## config.mk

```make
export PLATFORM = sky130hd
export DESIGN_NAME = asp_serial_port
export DESIGN_NICKNAME = d
export VERILOG_FILES = /design/src/common/asp_pkg.sv /design/src/common/asp_link_if.sv /design/src/verilog/asp_serial_port.sv /design/src/verilog/asp_shifter.sv
export SDC_FILE = /design/constraint.sdc
export NUM_CORES = 1
export LEC_CHECK = 0
export ABC_AREA = 0
export BUFFER_PORTS_ARGS = -buffer_cell sky130_fd_sc_hd__buf_2
export CORE_AREA = 2 2 115 117
export CTS_CLUSTER_DIAMETER = 30
export DETAILED_ROUTE_END_ITERATION = 16
export DIE_AREA = 0 0 117 119
export GPL_TIMING_DRIVEN = 0
export SLEW_MARGIN = 20
export SYNTH_ARGS = -nofsm -noshare
export SYNTH_HDL_FRONTEND = slang
export SYNTH_SLANG_ARGS = --single-unit
```

## constraint.sdc

```tcl
create_clock -name clk_sys -period 4.2 [get_ports clk_sys]
set_clock_uncertainty 0.15 [all_clocks]
set_input_delay 0.21 -clock clk_sys [delete_from_list [all_inputs] [get_ports clk_sys]]
set_output_delay 0.21 -clock clk_sys [all_outputs]
set_load 0.01 [all_outputs]
```

## src/common/asp_pkg.sv

```systemverilog
// Package of constants for the converter serial port block
package asp_pkg;
    // ------------------------------------------------------------
    // Word widths
    // ------------------------------------------------------------
    localparam int unsigned BYTE_W    = 8;
    localparam int unsigned WORD_W    = 16;
    localparam int unsigned CNT_W     = 5;
    localparam logic [4:0]  LEN_BYTE  = 5'h08;
    localparam logic [4:0]  LEN_WORD  = 5'h10;
    // ------------------------------------------------------------
    // Selection field and read/write bit of the communication register
    // ------------------------------------------------------------
    localparam int unsigned RS_LSB    = 4;
    localparam int unsigned RS_MSB    = 6;
    localparam int unsigned RW_BIT    = 3;
    localparam logic [2:0]  RS_COMM   = 3'h0;
    localparam logic [2:0]  RS_SETUP  = 3'h1;
    localparam logic [2:0]  RS_CLOCK  = 3'h2;
    localparam logic [2:0]  RS_DATA   = 3'h3;
    // ------------------------------------------------------------
    // Reset values
    // ------------------------------------------------------------
    localparam logic [7:0]  COMM_RST  = 8'h00;
    localparam logic [7:0]  SETUP_RST = 8'h00;
    localparam logic [7:0]  CLOCK_RST = 8'h00;
    localparam logic [15:0] DATA_RST  = 16'h0000;
    // ------------------------------------------------------------
    // Timing: ready held high before a data update
    // ------------------------------------------------------------
    localparam int unsigned CLK_NS       = 100;
    localparam int unsigned UPD_HOLD_NS  = 50000;
    localparam int unsigned UPD_HOLD_CYC = UPD_HOLD_NS / CLK_NS;
    localparam int unsigned HOLD_W       = 10;
    // ------------------------------------------------------------
    // Port sequencer states
    // ------------------------------------------------------------
    typedef enum logic [1:0] {
        ASP_ST_COMM,
        ASP_ST_WRITE,
        ASP_ST_READ
    } asp_state_t;
endpackage

```

## src/common/asp_link_if.sv

```systemverilog
// Interface between port sequencer and serial shifter
`timescale 1ns/1ps
interface asp_link_if;
    logic                       clear;
    logic                       load;
    logic [asp_pkg::WORD_W-1:0] tx_word;
    logic [asp_pkg::CNT_W-1:0]  len;
    logic                       done;
    logic [asp_pkg::WORD_W-1:0] rx_word;

    modport main  (output clear, load, tx_word, len,
                   input  done, rx_word);
    modport shift (input  clear, load, tx_word, len,
                   output done, rx_word);
endinterface

```

## src/verilog/asp_serial_port.sv

```systemverilog
// Converter serial port with conversion-ready signalling
`timescale 1ns/1ps
module asp_serial_port (
    // Clock and reset
    input  wire logic                       clk_sys,
    input  wire logic                       rst,
    // Device reset pin
    input  wire logic                       reset_n,
    // Serial pins
    input  wire logic                       cs_n,
    input  wire logic                       sclk,
    input  wire logic                       din,
    output logic                            dout,
    output logic                            conversion_ready_n,
    // Filter and calibration side
    input  wire logic                       result_valid,
    input  wire logic [asp_pkg::WORD_W-1:0] result_word,
    input  wire logic                       cal_done,
    // Register contents and pin reset to the converter core
    output logic [asp_pkg::BYTE_W-1:0]      setup_reg,
    output logic [asp_pkg::BYTE_W-1:0]      clock_reg,
    output logic [asp_pkg::BYTE_W-1:0]      comm_reg,
    output logic                            core_reset
);
    // ------------------------------------------------------------
    // Reset pin synchroniser
    // ------------------------------------------------------------
    logic rst_meta_ff;
    logic rst_sync_ff;

    always_ff @(posedge clk_sys or posedge rst) begin
        if (rst) begin
            rst_meta_ff <= 1'b0;
            rst_sync_ff <= 1'b0;
        end else begin
            rst_meta_ff <= ~reset_n;
            rst_sync_ff <= rst_meta_ff;
        end
    end

    // Filter, modulator and coefficients reset through this output
    assign core_reset = rst_sync_ff;

    // ------------------------------------------------------------
    // Shifter
    // ------------------------------------------------------------
    asp_link_if lnk ();

    asp_shifter u_shifter (
        .clk_sys (clk_sys),
        .rst     (rst),
        .cs_n    (cs_n),
        .sclk    (sclk),
        .din     (din),
        .dout    (dout),
        .lnk     (lnk)
    );

    // ------------------------------------------------------------
    // Selection decode
    // ------------------------------------------------------------
    function automatic logic [2:0] sel_of(input logic [7:0] c);
        sel_of = c[asp_pkg::RS_MSB:asp_pkg::RS_LSB];
    endfunction

    asp_pkg::asp_state_t        state_ff;
    logic [7:0]                 comm_ff;
    logic [7:0]                 setup_ff;
    logic [7:0]                 clock_ff;
    logic [asp_pkg::WORD_W-1:0] data_ff;
    logic                       load_ff;
    logic [asp_pkg::WORD_W-1:0] tx_word_ff;
    logic [7:0]                 rx_byte;
    logic                       data_read_done;

    assign rx_byte = lnk.rx_word[7:0];

    // Read source chosen by the selection bits
    function automatic logic [asp_pkg::WORD_W-1:0] rd_src(
        input logic [2:0]  s,
        input logic [7:0]  cm,
        input logic [7:0]  su,
        input logic [7:0]  ck,
        input logic [15:0] dt
    );
        case (s)
            asp_pkg::RS_SETUP: rd_src = {su, 8'h00};
            asp_pkg::RS_CLOCK: rd_src = {ck, 8'h00};
            asp_pkg::RS_DATA:  rd_src = dt;
            default:           rd_src = {cm, 8'h00};
        endcase
    endfunction

    // ------------------------------------------------------------
    // Port sequencer
    // ------------------------------------------------------------
    always_ff @(posedge clk_sys or posedge rst) begin
        if (rst) begin
            state_ff   <= asp_pkg::ASP_ST_COMM;
            load_ff    <= 1'b0;
            tx_word_ff <= asp_pkg::DATA_RST;
        end else if (rst_sync_ff) begin
            state_ff   <= asp_pkg::ASP_ST_COMM;
            load_ff    <= 1'b0;
            tx_word_ff <= asp_pkg::DATA_RST;
        end else begin
            load_ff <= 1'b0;
            if (lnk.done) begin
                case (state_ff)
                    asp_pkg::ASP_ST_COMM: begin
                        if (rx_byte[asp_pkg::RW_BIT]) begin
                            state_ff   <= asp_pkg::ASP_ST_READ;
                            tx_word_ff <= rd_src(sel_of(rx_byte), rx_byte,
                                setup_ff, clock_ff, data_ff);
                            load_ff    <= 1'b1;
                        end else if (sel_of(rx_byte) == asp_pkg::RS_DATA) begin
                            // Data register is read-only
                            state_ff <= asp_pkg::ASP_ST_COMM;
                        end else begin
                            state_ff <= asp_pkg::ASP_ST_WRITE;
                        end
                    end
                    default: begin
                        state_ff <= asp_pkg::ASP_ST_COMM;
                    end
                endcase
            end
        end
    end

    assign data_read_done = lnk.done && (state_ff == asp_pkg::ASP_ST_READ)
                            && (sel_of(comm_ff) == asp_pkg::RS_DATA);

    assign lnk.clear   = rst_sync_ff;
    assign lnk.load    = load_ff;
    assign lnk.tx_word = tx_word_ff;
    assign lnk.len     = (state_ff == asp_pkg::ASP_ST_READ &&
                          sel_of(comm_ff) == asp_pkg::RS_DATA)
                         ? asp_pkg::LEN_WORD : asp_pkg::LEN_BYTE;

    // ------------------------------------------------------------
    // Writable registers
    // ------------------------------------------------------------
    logic wr_hit;
    assign wr_hit = lnk.done && (state_ff == asp_pkg::ASP_ST_WRITE);

    always_ff @(posedge clk_sys or posedge rst) begin
        if (rst) begin
            comm_ff  <= asp_pkg::COMM_RST;
            setup_ff <= asp_pkg::SETUP_RST;
            clock_ff <= asp_pkg::CLOCK_RST;
        end else if (rst_sync_ff) begin
            comm_ff  <= asp_pkg::COMM_RST;
            setup_ff <= asp_pkg::SETUP_RST;
            clock_ff <= asp_pkg::CLOCK_RST;
        end else if (lnk.done && state_ff == asp_pkg::ASP_ST_COMM) begin
            comm_ff <= rx_byte;
        end else if (wr_hit) begin
            case (sel_of(comm_ff))
                asp_pkg::RS_SETUP: setup_ff <= rx_byte;
                asp_pkg::RS_CLOCK: clock_ff <= rx_byte;
                default:           comm_ff  <= rx_byte;
            endcase
        end
    end

    assign setup_reg = setup_ff;
    assign clock_reg = clock_ff;
    assign comm_reg  = comm_ff;

    // ------------------------------------------------------------
    // Result update and ready flag
    // ------------------------------------------------------------
    // Each result waits the full hold so the host sees a fixed gap
    logic                       pend_ff;
    logic [asp_pkg::WORD_W-1:0] pend_word_ff;
    logic [asp_pkg::HOLD_W-1:0] hold_ff;
    logic                       ready_n_ff;
    logic                       upd;

    assign upd = pend_ff &&
        (hold_ff == asp_pkg::HOLD_W'(asp_pkg::UPD_HOLD_CYC - 1));

    always_ff @(posedge clk_sys or posedge rst) begin
        if (rst) begin
            pend_ff      <= 1'b0;
            pend_word_ff <= asp_pkg::DATA_RST;
            hold_ff      <= '0;
        end else if (rst_sync_ff) begin
            pend_ff      <= 1'b0;
            hold_ff      <= '0;
        end else if (result_valid) begin
            pend_ff      <= 1'b1;
            pend_word_ff <= result_word;
            hold_ff      <= '0;
        end else if (upd) begin
            pend_ff      <= 1'b0;
            hold_ff      <= '0;
        end else if (pend_ff) begin
            hold_ff      <= hold_ff + 1'b1;
        end
    end

    always_ff @(posedge clk_sys or posedge rst) begin
        if (rst) begin
            data_ff <= asp_pkg::DATA_RST;
        end else if (rst_sync_ff) begin
            data_ff <= asp_pkg::DATA_RST;
        end else if (upd) begin
            // Host keeps off the port while ready is high
            data_ff <= pend_word_ff;
        end
    end

    always_ff @(posedge clk_sys or posedge rst) begin
        if (rst) begin
            ready_n_ff <= 1'b1;
        end else if (rst_sync_ff) begin
            ready_n_ff <= 1'b1;
        end else if (upd || cal_done) begin
            ready_n_ff <= 1'b0;
        end else if (result_valid || data_read_done) begin
            ready_n_ff <= 1'b1;
        end
    end

    assign conversion_ready_n = ready_n_ff;
endmodule // asp_serial_port

```

## src/verilog/asp_shifter.sv

```systemverilog
// Serial shifter: pin synchronisers, edge finding, in and out shifting
`timescale 1ns/1ps
module asp_shifter (
    // Clock and reset
    input  wire logic   clk_sys,
    input  wire logic   rst,
    // Serial pins
    input  wire logic   cs_n,
    input  wire logic   sclk,
    input  wire logic   din,
    output logic        dout,
    // Sequencer side
    asp_link_if.shift   lnk
);
    // ------------------------------------------------------------
    // Two-stage synchronisers
    // ------------------------------------------------------------
    logic [2:0] meta_ff;
    logic [2:0] sync_ff;
    logic       sclk_d_ff;

    always_ff @(posedge clk_sys or posedge rst) begin
        if (rst) begin
            meta_ff   <= 3'h7;
            sync_ff   <= 3'h7;
            sclk_d_ff <= 1'b1;
        end else begin
            meta_ff   <= {cs_n, sclk, din};
            sync_ff   <= meta_ff;
            sclk_d_ff <= sync_ff[1];
        end
    end

    logic cs_n_s;
    logic sclk_s;
    logic din_s;
    logic rise;
    logic fall;
    assign cs_n_s  = sync_ff[2];
    assign sclk_s  = sync_ff[1];
    assign din_s   = sync_ff[0];
    // Clock bursts of any length are fine: only edges count
    assign rise    = sclk_s & ~sclk_d_ff & ~cs_n_s;
    assign fall    = ~sclk_s & sclk_d_ff & ~cs_n_s;

    // ------------------------------------------------------------
    // Receive side: sample on rising edge, MSB first
    // ------------------------------------------------------------
    logic [asp_pkg::WORD_W-1:0] rx_sr_ff;
    logic [asp_pkg::CNT_W-1:0]  cnt_ff;
    logic                       done_ff;

    always_ff @(posedge clk_sys or posedge rst) begin
        if (rst) begin
            rx_sr_ff <= asp_pkg::DATA_RST;
            cnt_ff   <= '0;
            done_ff  <= 1'b0;
        end else if (lnk.clear || cs_n_s || lnk.load) begin
            // Deselect drops a partial word; tied low it never fires
            cnt_ff   <= '0;
            done_ff  <= 1'b0;
        end else if (rise) begin
            rx_sr_ff <= {rx_sr_ff[asp_pkg::WORD_W-2:0], din_s};
            if (cnt_ff == lnk.len - 5'h01) begin
                cnt_ff  <= '0;
                done_ff <= 1'b1;
            end else begin
                cnt_ff  <= cnt_ff + 5'h01;
                done_ff <= 1'b0;
            end
        end else begin
            done_ff <= 1'b0;
        end
    end

    assign lnk.done    = done_ff;
    assign lnk.rx_word = rx_sr_ff;

    // ------------------------------------------------------------
    // Transmit side: next bit presented on falling edge
    // ------------------------------------------------------------
    logic [asp_pkg::WORD_W-1:0] tx_sr_ff;
    logic                       dout_ff;

    always_ff @(posedge clk_sys or posedge rst) begin
        if (rst) begin
            tx_sr_ff <= asp_pkg::DATA_RST;
            dout_ff  <= 1'b0;
        end else if (lnk.clear) begin
            tx_sr_ff <= asp_pkg::DATA_RST;
            dout_ff  <= 1'b0;
        end else if (lnk.load) begin
            tx_sr_ff <= lnk.tx_word;
        end else if (fall) begin
            dout_ff  <= tx_sr_ff[asp_pkg::WORD_W-1];
            tx_sr_ff <= {tx_sr_ff[asp_pkg::WORD_W-2:0], 1'b0};
        end
    end

    assign dout = dout_ff;
endmodule // asp_shifter
```

==> summary.txt <==
Routing
  • WL final: between 10000 and 15000 um
  • Post-DR wirelength/cell: 16.1 um
  • DR iter-0 viols: 161
  • DRC errors left: 0
  • Via/cell ratio: 5.14
  • Drt pass-1 iters: 6
  • Vias post-DR: just under 4k
  • Final ANT Viol Nets: 0

Die
  • Full die area: around 14000 um^2
  • Chip height: 119 um
  • CORE AREA: between 10000 and 15000 um^2
  • Io pins: slightly above 50
  • Site row count: 42
  • Die Wd: 117 um
  • Starting density of the core: a little over two fifths

Clock network
  • Deepest clock path buffer count: 2
  • Clock sink count: 127
  • Clock-pin slew on the worst setup and hold paths: 0.05 ns
  • Total CTS buffers: 17
  • Clock root cell: clkbuf_16
  • H-tree Lvls: 4
  • Clk Latency, worst-skew pair: ~0.42 ns
  • CTS tree: done
  • CTS-repair resized insts: 0
  • Post-CTS Setup Inserts: 0

STA
  • Crit path time final: 2.19 ns
  • Setup TNS Final: 0 ns
  • Fin crit share: a little over half
  • Rel. slew slack: between 50% and 60%
  • RSZ-0062 raised after global routing: no
  • Slew @ Worst Pin: 0.622 ns
  • Fin. max-slew vios: 0
  • WHS: roughly 0.11 ns
  • Final Hold Vio Count: 0
  • Fmax achieved: ~0.46 GHz
  • Final setup violation count: 0

Final layout
  • Area of the multi-input gates: approximately 2200 um^2
  • Reg area: about 3200 um^2
  • Fillers: around 1.1k
  • # nets final: around 600
  • Diode count: 0
  • Ratio of cells with drive above 1 in the final layout: between 20% and 30%
  • Synthesis-to-finish area growth: 25.1%
  • Final non-filler cell area: around 7000 um^2
  • Util after Layout: 53.9%

Outcome
  • Status: finished, final reports clean

Global routing
  • Largest net degree at the start of global routing: approximately 110
  • First-pass GRT wire length: between 20000 and 25000 um
  • Grt ovf: 0
  • Vias in the first global route: just under 4k
  • Tot GR Track Use: 19.4%
  • Initial antenna violation count: 0

Worst setup path
  • CP max-delay cell: clkbuf_1
  • Critical path class: register to register
  • Crit path cell chain: clkbuf_1 -> clkbuf_1 -> clkbuf_1 -> nor2_1
  • Startpoint Class: register
  • Crit path largest cell delay: roughly 0.5 ns
  • Worst setup EP type: register
  • Worst Path Required: roughly 4.3 ns
  • Worst-path fanout max: 10
  • Worst EP arrival: between 2 and 2.5 ns
  • Cell repeated most along the worst path: clkbuf_1
  • Largest delay contributor family on the critical path: buffers and inverters
  • Worst path bufs/invs: 3

Power
  • Maximum vdd drop: about 250 uV
  • Clk pwr share: approximately 52%
  • Switching part of the total: a little over a fifth
  • Total Power: 3.15 mW
  • Pwr Density: roughly 450 nW/um^2
  • Static Leak: ~3.2 nW
  • NetSw: about 700 uW
  • Gate power share: around 6.5%
  • Register share of total power: a little over two fifths
  • Internal power: roughly 2.5 mW

Hold path
  • Worst hold path type: input pin to asynchronous set/reset pin

Synthesis
  • Synthesized instance count: 482
  • Avg Cell Area, Syn: between 10 and 15 um^2
  • Synth cell types: between 50 and 60
  • Top_reg_cell synth: dfrtp_1
  • Top-area cell type share of the netlist area: about 54%
  • Number of synthesized flops with an enable pin: 0
  • Top post-synthesis cells by area: dfrtp_1 (54%), mux2_2 (7.7%), mux2i_1 (7.0%), dfstp_2 (3.8%), nand2_1 (3.7%)
  • Seq/Total Area, Yosys: 57.4%
  • Asr flop ratio synth: 100%
  • Mapped cell area: approximately 5600 um^2
  • Ys Warns: 0
  • Synth area leader: dfrtp_1
  • Syn nets: just over 500
  • #FFs+latches synth: about 130

Run
  • Max Cap Viol: 0

Place
  • DP Wirelength: between 8000 and 9000 um
  • Routability cong.: 0.798
  • PortBufs: 50
  • Placed cell area: roughly 6100 um^2
==> final timing paths <==
kind                                  startpoint                            end  slack (ns)  cells after the start
max                         core_reset$_DFF_PP0_       clock_reg[3]$_DFFE_PP0P_        2.01                      4
min                                          rst       clock_reg[2]$_DFFE_PP0P_        0.11                      3
max reg2reg                 core_reset$_DFF_PP0_       clock_reg[3]$_DFFE_PP0P_        2.01                      4
min reg2reg                rst_meta_ff$_DFF_PP0_           core_reset$_DFF_PP0_        0.20                      0
max in group asynchronous                    rst  u_shifter.sclk_d_ff$_DFF_PP1_        3.03                      4
min in group clk_sys       rst_meta_ff$_DFF_PP0_           core_reset$_DFF_PP0_        0.20                      0
==> worst register-to-register path: stages (launching register included) <==
cell and delay (ns):
dfrtp_1 0.36, clkbuf_1 0.44, clkbuf_1 0.47, clkbuf_1 0.51, nor2_1 0.12
==> per-stage QoR <==
stage / setup slack, ns / cells
after floorplan: 0.469 / 482
after global placement: -0.969 / 708
after detailed placement: 2.01 / 709
after CTS: 1.98 / 764
after global routing: 1.84 / 764
final: 2.01 / 764
==> cells in the final DEF, fill, tap and decap left out, types with 17 or more instances in the layout <==
master,n
buf_2,61
dfrtp_1,119
a21oi_1,25
nor2_1,55
mux2i_1,39
mux2_2,38
dlygate4sd3_1,23
clkbuf_16,17
nand2_1,55
==> cell type report <==
class | count | share of cell area (%)
sequential | 127 | 45.9
multi-input combinational | 321 | 31.8
timing repair buffer | 74 | 7.31
clock buffer | 21 | 6.77
tap | 176 | 3.17
clock inverter | 11 | 2.67
buffer | 27 | 1.93
inverter | 7 | 0.486
==> cell families after synthesis <==
logic type      count (synthesis)  synth area share, %
simple gates                  163                 14.3
flops                         127                 57.4
mux                            77                 14.7
compound gates                 70                 8.85
buf+inv                        34                 2.88
xor+xnor                        9                 1.42
fa+ha+maj                       2                0.450
==> cells in the mapped netlist, types with 4 or more instances <==
cell       count
mux2_2        38
nor2_1        55
dfrtp_1      119
a31o_2         7
o221ai_1       5
xor2_1         4
a2bb2oi_1      6
mux2i_1       39
dfstp_2        8
clkbuf_1      11
nor3b_1        8
nand4_1        4
nor3_1         7
xnor2_1        5
buf_2         11
o21ai_0        5
a22o_1        12
nand2_1       55
inv_1          6
nand2b_1       6
nand3_1        6
a21oi_1       25
==> routing by layer <==
layer | up-vias | track usage (%) | wire length [um]
met4 | 0 | 6.84 | 191
met5 | - | 0 | 0
met3 | 15 | 5.80 | 430
met2 | 51 | 30.1 | 5960
li1 | 1887 | - | -
met1 | 1972 | 26.0 | 5700
==> what timing repair did <==
| item | in CTS | in global routing |
|---|---|---|
| hold buffers | 23 | 0 |
| endpoints found under the hold margin | 148 | 0 |
| setup endpoints to repair | 0 | 0 |
==> power by group through the flow <==
stage               sequential [mW]  combinational, mW  clock [mW]
floorplan                      1.32              0.137           0
global placement               1.34              0.181           0
detailed placement             1.34              0.192           0
CTS                            1.32              0.209        1.65
global route                   1.33              0.227        1.70
finish                         1.32              0.206        1.62
Note: power is estimated with default switching activity, not from simulation.
